## src/hdl/tzc_consts.svh

```systemverilog
// register offsets, field positions, reset values and counts of the timer
`ifndef TZC_CONSTS_SVH
`define TZC_CONSTS_SVH

// register indices; byte address is four times the index
`define TZC_IDX_LOW      14'h059C
`define TZC_IDX_HIGH     14'h059D
`define TZC_IDX_CTRL0    14'h059E
`define TZC_IDX_CTRL1    14'h059F
`define TZC_IDX_IRQ      14'h05A0

// first control register fields
`define TZC_C0_EN        7
`define TZC_C0_OUT       5
`define TZC_C0_WIDE      4
`define TZC_C0_OPS_LSB   0
// second control register fields
`define TZC_C1_CS_LSB    5
`define TZC_C1_ASYNC     4
`define TZC_C1_CKPS_LSB  0
// interrupt register fields
`define TZC_IRQ_FLAG     0
`define TZC_IRQ_IE       1

// reset values
`define TZC_RST_BYTE     8'h00
`define TZC_RST_WORD     32'h0000_0000
`define TZC_RST_PS       15'h0000
`define TZC_RST_POST     4'h0

// counter limits
`define TZC_LOW_MAX      8'hFF
`define TZC_HIGH_MAX     8'hFF
`define TZC_PS_ONES      16'h0001

`endif

```

## src/hdl/tzc_pkg.sv

```systemverilog
// types of the timer block
package tzc_pkg;

  // clock source select codes
  typedef enum logic [2:0] {
    TZC_SRC_PIN      = 3'b000,
    TZC_SRC_PIN_INV  = 3'b001,
    TZC_SRC_INSTR    = 3'b010,
    TZC_SRC_HFOSC    = 3'b011,
    TZC_SRC_LFOSC    = 3'b100,
    TZC_SRC_MFOSC    = 3'b101,
    TZC_SRC_SECOSC   = 3'b110,
    TZC_SRC_LOGIC1   = 3'b111
  } tzc_src_t;

  // whole state of the timer
  typedef struct packed {
    logic        ack;
    logic [31:0] dat;
    logic [7:0]  low;
    logic [7:0]  cnt_high;
    logic [7:0]  high_reg;
    logic [7:0]  period_buf;
    logic        en;
    logic        wide;
    logic [3:0]  ops;
    tzc_src_t    cs;
    logic        async;
    logic [3:0]  ckps;
    logic [14:0] ps;
    logic [3:0]  post;
    logic        tout;
    logic        flag;
    logic        ie;
    logic        irq;
    logic        sync1;
    logic        sync2;
    logic        sync3;
    logic        async_prev;
  } tzc_state_t;

endpackage

```

## src/hdl/tzc_timer.sv

```systemverilog
// timer with prescaler, period match, 16-bit rollover and postscaler
// Behaviour
// - width select bit picks 8-bit period timer or 16-bit counter
// - 8-bit mode advances once per prescaled rising edge of selected clock
// - 8-bit: low matches period buffer, low clears, buffer reloads from high
// - 16-bit: reading low copies counter high byte into high register
// - 16-bit: high write is buffered, loaded into counter on low write
// - 16-bit: counter wraps FFFF to 0000 and runs freely
// - 16-bit: count bytes never act as a reload value while running
// - source field selects logic cell, oscillators, instruction clock or pin
// - synchronous mode: counting synchronised, at most clock rate, halts in sleep
// - unsynchronized mode: counts each rising source edge, continues during sleep
// - sixteen prescale ratios from 1:1 to 1:32768
// - prescale select n divides by two to the power n
// - prescaler hidden; cleared by low write, control writes, reset
// - postscaler divides match or rollover events by 1 to 16
// - postscaler hidden; cleared by low write, control writes, reset
// - timer output toggles on each postscaled match or rollover
// - timer output goes to a pin and reads back as status bit
// - flag set on each output toggle; interrupt when enable also set
// - flag set once per postscale value plus one events
// - unsynchronized mode keeps counting in sleep and wakes via interrupt
// - enable bit starts and stops counter, zero after reset
`include "tzc_consts.svh"

module tzc_timer (
  input  wire logic            clk_i,
  input  wire logic            rst_i,
  input  wire logic            wb_cyc_i,
  input  wire logic            wb_stb_i,
  input  wire logic            wb_we_i,
  input  wire logic [15:0]     wb_adr_i,
  input  wire logic [3:0]      wb_sel_i,
  input  wire logic [31:0]     wb_dat_i,
  output logic      [31:0]     wb_dat_o,
  output logic                 wb_ack_o,
  input  wire logic            ext_clk_pin_i,
  input  wire logic            logic_cell_one_output_i,
  input  wire logic            secondary_oscillator_i,
  input  wire logic            medium_internal_oscillator_i,
  input  wire logic            low_internal_oscillator_i,
  input  wire logic            high_internal_oscillator_i,
  input  wire logic            sleep_i,
  output logic                 timer_output_o,
  output logic                 irq_o
);
  import tzc_pkg::*;

  tzc_state_t st_ff;
  tzc_state_t nxt_st;

  logic        acc;
  logic        wr;
  logic        rd;
  logic [13:0] idx;
  logic        hit_low;
  logic        hit_high;
  logic        hit_c0;
  logic        hit_c1;
  logic        hit_irq;
  logic        src_raw;
  logic        src_edge;
  logic [14:0] ps_mask;
  logic        ps_tick;
  logic        run;
  logic        evt;
  logic        post_hit;
  logic        clr_scalers;
  logic [15:0] wide_inc;

  // bus decode; one access per request, ack drops the cycle after
  always_comb
  begin
    acc      = wb_cyc_i & wb_stb_i & ~st_ff.ack;
    wr       = acc & wb_we_i & wb_sel_i[0];
    rd       = acc & ~wb_we_i;
    idx      = wb_adr_i[15:2];
    hit_low  = (idx == `TZC_IDX_LOW);
    hit_high = (idx == `TZC_IDX_HIGH);
    hit_c0   = (idx == `TZC_IDX_CTRL0);
    hit_c1   = (idx == `TZC_IDX_CTRL1);
    hit_irq  = (idx == `TZC_IDX_IRQ);
  end

  // clock source mux; pin code 001 is the inverted pin
  always_comb
  begin
    case (st_ff.cs)
      TZC_SRC_PIN:     src_raw = ext_clk_pin_i;
      TZC_SRC_PIN_INV: src_raw = ~ext_clk_pin_i;
      TZC_SRC_INSTR:   src_raw = 1'b1;
      TZC_SRC_HFOSC:   src_raw = high_internal_oscillator_i;
      TZC_SRC_LFOSC:   src_raw = low_internal_oscillator_i;
      TZC_SRC_MFOSC:   src_raw = medium_internal_oscillator_i;
      TZC_SRC_SECOSC:  src_raw = secondary_oscillator_i;
      TZC_SRC_LOGIC1:  src_raw = logic_cell_one_output_i;
      default:         src_raw = 1'b0;
    endcase
  end

  // edge picking: instruction clock counts every cycle; synchronous mode
  // looks only at the second and third stage, so the first stage stays clean
  always_comb
  begin
    if (st_ff.cs == TZC_SRC_INSTR)
      src_edge = 1'b1;
    else if (st_ff.async)
      src_edge = src_raw & ~st_ff.async_prev;
    else
      src_edge = st_ff.sync2 & ~st_ff.sync3;
  end

  // sync mode halts in sleep since the system clock is gone there;
  // unsynchronized mode keeps going as long as its source toggles
  always_comb
  begin
    run = st_ff.en & (st_ff.async | ~sleep_i);
  end

  // prescaler: ratio 2**n, tick when the low n bits are all ones
  always_comb
  begin
    ps_mask = 15'((`TZC_PS_ONES << st_ff.ckps) - `TZC_PS_ONES);
    ps_tick = run & src_edge & ((st_ff.ps & ps_mask) == ps_mask);
    clr_scalers = wr & (hit_low | hit_c0 | hit_c1);
  end

  // counter events: period match or 16-bit wrap
  always_comb
  begin
    wide_inc = {st_ff.cnt_high, st_ff.low} + 16'h0001;
    if (st_ff.wide)
      evt = ps_tick & (st_ff.cnt_high == `TZC_HIGH_MAX)
            & (st_ff.low == `TZC_LOW_MAX);
    else
      evt = ps_tick & (st_ff.low == st_ff.period_buf);
    post_hit = evt & (st_ff.post == st_ff.ops);
  end

  // next state of the whole block
  always_comb
  begin
    nxt_st       = st_ff;
    nxt_st.ack   = acc;
    nxt_st.sync1 = src_raw;
    nxt_st.sync2 = st_ff.sync1;
    nxt_st.sync3 = st_ff.sync2;
    nxt_st.async_prev = src_raw;

    // prescaler counter
    if (run & src_edge)
      nxt_st.ps = ((st_ff.ps & ps_mask) == ps_mask) ? `TZC_RST_PS
                                                     : st_ff.ps + 15'h0001;
    // main counter
    if (ps_tick)
    begin
      if (st_ff.wide)
      begin
        nxt_st.low      = wide_inc[7:0];
        nxt_st.cnt_high = wide_inc[15:8];
      end
      else if (evt)
      begin
        nxt_st.low        = `TZC_RST_BYTE;
        nxt_st.period_buf = st_ff.high_reg;
      end
      else
      begin
        nxt_st.low = st_ff.low + 8'h01;
      end
    end

    // postscaler and output toggle; the flag is set after the write path
    if (evt)
      nxt_st.post = post_hit ? `TZC_RST_POST : st_ff.post + 4'h1;
    if (post_hit)
    begin
      nxt_st.tout = ~st_ff.tout;
    end

    // read path; unmapped reads answer zero
    nxt_st.dat = `TZC_RST_WORD;
    if (rd)
    begin
      if (hit_low)
      begin
        nxt_st.dat[7:0] = st_ff.low;
        if (st_ff.wide)
          nxt_st.high_reg = st_ff.cnt_high;
      end
      if (hit_high)
        nxt_st.dat[7:0] = st_ff.high_reg;
      if (hit_c0)
      begin
        nxt_st.dat[`TZC_C0_EN]   = st_ff.en;
        nxt_st.dat[`TZC_C0_OUT]  = st_ff.tout;
        nxt_st.dat[`TZC_C0_WIDE] = st_ff.wide;
        nxt_st.dat[`TZC_C0_OPS_LSB +: 4] = st_ff.ops;
      end
      if (hit_c1)
      begin
        nxt_st.dat[`TZC_C1_CS_LSB +: 3]   = st_ff.cs;
        nxt_st.dat[`TZC_C1_ASYNC]         = st_ff.async;
        nxt_st.dat[`TZC_C1_CKPS_LSB +: 4] = st_ff.ckps;
      end
      if (hit_irq)
      begin
        nxt_st.dat[`TZC_IRQ_FLAG] = st_ff.flag;
        nxt_st.dat[`TZC_IRQ_IE]   = st_ff.ie;
      end
    end

    // write path; only byte lane 0 carries register data
    if (wr)
    begin
      if (hit_low)
      begin
        nxt_st.low = wb_dat_i[7:0];
        if (st_ff.wide)
          nxt_st.cnt_high = st_ff.high_reg;
      end
      if (hit_high)
        nxt_st.high_reg = wb_dat_i[7:0];
      if (hit_c0)
      begin
        nxt_st.en   = wb_dat_i[`TZC_C0_EN];
        nxt_st.wide = wb_dat_i[`TZC_C0_WIDE];
        nxt_st.ops  = wb_dat_i[`TZC_C0_OPS_LSB +: 4];
      end
      if (hit_c1)
      begin
        nxt_st.cs    = tzc_src_t'(wb_dat_i[`TZC_C1_CS_LSB +: 3]);
        nxt_st.async = wb_dat_i[`TZC_C1_ASYNC];
        nxt_st.ckps  = wb_dat_i[`TZC_C1_CKPS_LSB +: 4];
      end
      if (hit_irq)
      begin
        nxt_st.ie = wb_dat_i[`TZC_IRQ_IE];
        // software clears the flag by writing one to it
        if (wb_dat_i[`TZC_IRQ_FLAG])
          nxt_st.flag = 1'b0;
      end
    end

    // scaler clears override any count in the same cycle
    if (clr_scalers)
    begin
      nxt_st.ps   = `TZC_RST_PS;
      nxt_st.post = `TZC_RST_POST;
    end

    // a toggle in the clearing cycle still sets the flag
    if (post_hit)
      nxt_st.flag = 1'b1;
    nxt_st.irq = nxt_st.flag & nxt_st.ie;
  end

  // single state register, synchronous reset
  always_ff @(posedge clk_i)
  begin
    if (rst_i)
    begin
      st_ff <= '0;
    end
    else
    begin
      st_ff <= nxt_st;
    end
  end

  // outputs straight from flip-flops
  assign wb_dat_o       = st_ff.dat;
  assign wb_ack_o       = st_ff.ack;
  assign timer_output_o = st_ff.tout;
  assign irq_o          = st_ff.irq;
endmodule // tzc_timer

```

## config.mk

```make
export PLATFORM = sky130hd
export DESIGN_NAME = tzc_timer
export DESIGN_NICKNAME = d
export VERILOG_FILES = /design/src/hdl/tzc_pkg.sv /design/src/hdl/tzc_timer.sv
export VERILOG_INCLUDE_DIRS = /design/src /design/src/hdl
export SDC_FILE = /design/constraint.sdc
export NUM_CORES = 1
export LEC_CHECK = 0
export BUFFER_PORTS_ARGS = -buffer_cell sky130_fd_sc_hd__buf_2
export CAP_MARGIN = 20
export CORE_ASPECT_RATIO = 1.75
export CORE_MARGIN = 10
export CORE_UTILIZATION = 40
export CTS_CLUSTER_SIZE = 12
export DETAILED_ROUTE_END_ITERATION = 7
export GPL_TIMING_DRIVEN = 0
export PLACE_DENSITY = 0.7
export SLEW_MARGIN = 15
export SYNTH_ARGS = -nofsm -noshare
export SYNTH_HDL_FRONTEND = slang
export SYNTH_SLANG_ARGS = --single-unit
```

## constraint.sdc

```tcl
create_clock -name clk_i -period 3.55 [get_ports clk_i]
set_input_delay 0.355 -clock clk_i [delete_from_list [all_inputs] [get_ports clk_i]]
set_output_delay 0.355 -clock clk_i [all_outputs]
set_load 0.02 [all_outputs]
```

==> out/results.txt <==
Status: complete, no violations
Arrival time at the worst endpoint: 3.61 ns
Number of endpoints failing setup at the final stage: 0
Remaining routing DRC violations: 0
Length in cells of the worst reg-to-reg path: 15
Slowest cell delay on critical path: 0.36 ns
Achievable Freq: 299.6 MHz
Sequential fraction of the synthesis area: 34.66%
Peak fanout along the critical path: 10
Total Routing Usage GR: 17.70%
Final GP Congestion: 0.9423
CTS tree: done
Growth of design area from synthesis to finish: 17.89%
Setup repair after global routing missed its margin: no
Area enclosed by the die boundary: 0.01659 sq mm
Proportion of register bits with asynchronous set or reset after synthesis: 0%
Worst-path cell chain: clkbuf_2, nor4_2, inv_1, ha_1, clkbuf_1, or3_1, a211oi_1, nor3_1, and4_1, buf_4, nand2_4, buf_4, nand2_1, buf_2, nor2_1
Post-Syn Instances: 541
Number of hold-repair buffers added at the cts stage: 0
Fraction of power consumed by sequential logic: 44.2%
Total number of nets in the final design: 688
Post-synthesis instance area: 0.004678 sq mm
Non-filler instance count after layout: 759
Depth of the critical timing path with buffers and inverters included: 15
CP Buf/Inv Count: 6
Avg Vias per Cell: 5.694
TritonCTS Buffers: 9
IO Count: 99
Die boundary width: 101.8 microns
CTS Buffer Depth: 2
Die span in y: 163.1 microns
Pwr Total: 2061 uW
Total gr overflow: 0
Largest cells by area after synthesis: dfxtp_1 35%, mux2i_1 8.8%, nor2_1 6.7%, buf_4 5.5%, mux4_2 3.4%
Global-route wire length before repair: 22.57 mm
Insertion delay to the later sink of the worst-skew pair: 0.34 ns
Synthesized flop and latch total: 81
Post-synth cell types: 65
Actual slew at the worst max-slew pin: 1.074 ns
Kind of capture point of the worst setup path: register
Instance count along the most critical hold path: 3
CTS Root Buffer Type: clkbuf_16
Clock transition at path regs: 0.06 ns
Period Utilization, post-route: 94.02%
Cell leakage power: 0.002260 uW
Switching component of the power: 436.4 uW
Initial core utilization: 40.62%
Maximum vdd ir drop: 0.0003342 V
WL/cell: 19.29 microns
# placed instances: 744
Top_reg_cell synth: dfxtp_1
Yosys top cell by area: dfxtp_1
Port-buffer cells: 45
Cell family with most CP delay: simple AND/OR/NAND/NOR gates
Via count of the first global-routing pass: 4409
Most common cell after layout, fill and taps aside: nor2_1
Pin count of the biggest net entering global routing: 13
Vias: 4322
TNS Setup: 0 ns
Number of flops mapped to enable cells by yosys: 0
Max-slew violation count: 0
Antenna Cells: 0
Final Hold Violating Endpoints: 0
Top cell by count, worst path: buf_4
Initial antenna violation count: 0
Shortest period the worst path allows: 3.338 ns
Row count: 52
Critical path data required time: 3.83 ns
Highest-count cells in the layout ignoring fill and taps: 83 x nor2_1, 81 x dfxtp_1, 51 x buf_2, 41 x mux2i_1, 34 x buf_4
Total of max-cap violations: 0
Fraction of synthesized cell area taken by the top area cell type: 34.66%
Slowest-stage cell, CP: dfxtp_1
Fin Clk Skew: 0.009909 ns
Startpoint class of the critical path: register
Warnings, synthesis: 0
Hold Worst Slack: 0.3148 ns
Area of the placeable core: 0.01152 sq mm
Share of final-layout standard cells stronger than drive strength 1: 19.55%
P per Cell Area: 373.7 mW/mm^2
Clk sinks: 81
Share of total power in combinational logic: 5.7%
Net Sw Frac: 21.17%
Total wire length after detailed routing: 14.64 mm
Worst slew margin relative to its limit: 27.74%
First-pass iteration count of the detailed router: 6
Placed wire-length estimate: 11.42 mm
Clock power frac: 50.1%
Number of routed nets with antenna violations: 0
Worst Setup Path Type: reg -> reg
Worst min-delay path class: in -> reg
Syn Area/Cell: 8.647 sq um
Number of levels in the clock H-tree: 3
Starting DRC count in detailed routing: 286
Cell internal power dissipation: 1625 uW
## tightest hold or removal path, stage by stage
cell     delay [ns]
buf_2          0.12
mux2i_1        0.08
nor2_1         0.07
## cells in the mapped netlist (all sizes together), types with 5 or more instances
cell	count
a211oi	14
a21oi	9
a311oi	8
and3	18
buf	42
clkbuf	18
dfxtp	81
inv	10
mux2i	41
mux4	7
nand2	32
nand2b	10
nand3	13
nand3b	9
nand4	8
nor2	83
nor2b	10
nor3	16
nor3b	5
nor4	8
o21ai	14
or3	8
xnor2	16
xor2	10
## sequential cells by signal (all words and copies together), names as in the netlist, named ones only
| register | cells |
|---|---|
| st_ff | 61 |
| irq_o | 1 |
| wb_ack_o | 1 |
| timer_output_o | 1 |
| wb_dat_o | 8 |
| nxt_st | 1 |
## logic make-up (layout without fill, tap and decap cells)
family,after synthesis,count (layout),synth area share (%)
buf+inv,70,130,8.665
xor+xnor,26,26,4.867
other cells,1,24,0.08016
fa+ha+maj,4,4,1.070
compound gates,77,77,12.22
flops,81,81,34.66
simple gates,234,234,26.29
mux,48,48,12.14
## final cells by class
type                    count  area (sq um)
multi-input cells         413          2763
clock buffers              13         270.3
plain buffers              60         369.1
well taps                 135         168.9
clock inverters             2         60.06
fillers                  1123          6001
repair buffers             45         225.2
flip-flops and latches     81          1622
inverters                  10         37.54
## path summary, 6_finish.rpt
check,startpoint,to,slack (ns)
worst min register to register,st_ff[0]$_SDFF_PP0_,nxt_st[1]$_SDFF_PP0_,0.47
worst max-delay path,st_ff[29]$_SDFFE_PP0P_,st_ff[25]$_SDFFE_PP0P_,0.21
worst max register to register,st_ff[29]$_SDFFE_PP0P_,st_ff[25]$_SDFFE_PP0P_,0.21
worst min-delay path,wb_dat_i[5],st_ff[32]$_SDFFE_PP0P_,0.31
## timing repair
item	in CTS	in global routing
resized for setup	2	2
pin swaps	0	1
setup endpoints to repair	1	8
buffers inserted	0	0
cloned	0	0
## metal layers
| layer | track usage, % | part of all wire (%) | up-vias |
|---|---|---|---|
| li1 | - | - | 2046 |
| met1 | 15.59 | 33 | 2059 |
| met2 | 33.79 | 56 | 172 |
| met3 | 4.399 | 5.5 | 45 |
| met4 | 11.63 | 4.8 | 0 |
| met5 | 0 | 0 | - |
## power groups by stage
stage	Clock [uW]	Sequential, uW	Combinational, uW
CTS	1050	911	114
finish	1030	911	117
global placement	0	931	113
floorplan	0	932	73.0
global route	1080	911	126
detailed placement	0	932	114
## per-stage QoR
step / setup slack, ns / utilization [%] / instance area, sq um
finish: 0.2123 / 47.89 / 5515
global placement: 0.1578 / 44.80 / 5159
CTS: 0.09436 / 47.73 / 5497
global route: 0.03675 / 47.89 / 5515
detailed placement: 0.02245 / 44.80 / 5159
floorplan: 0.6640 / - / 4765
(Power assumes the default switching activity.)
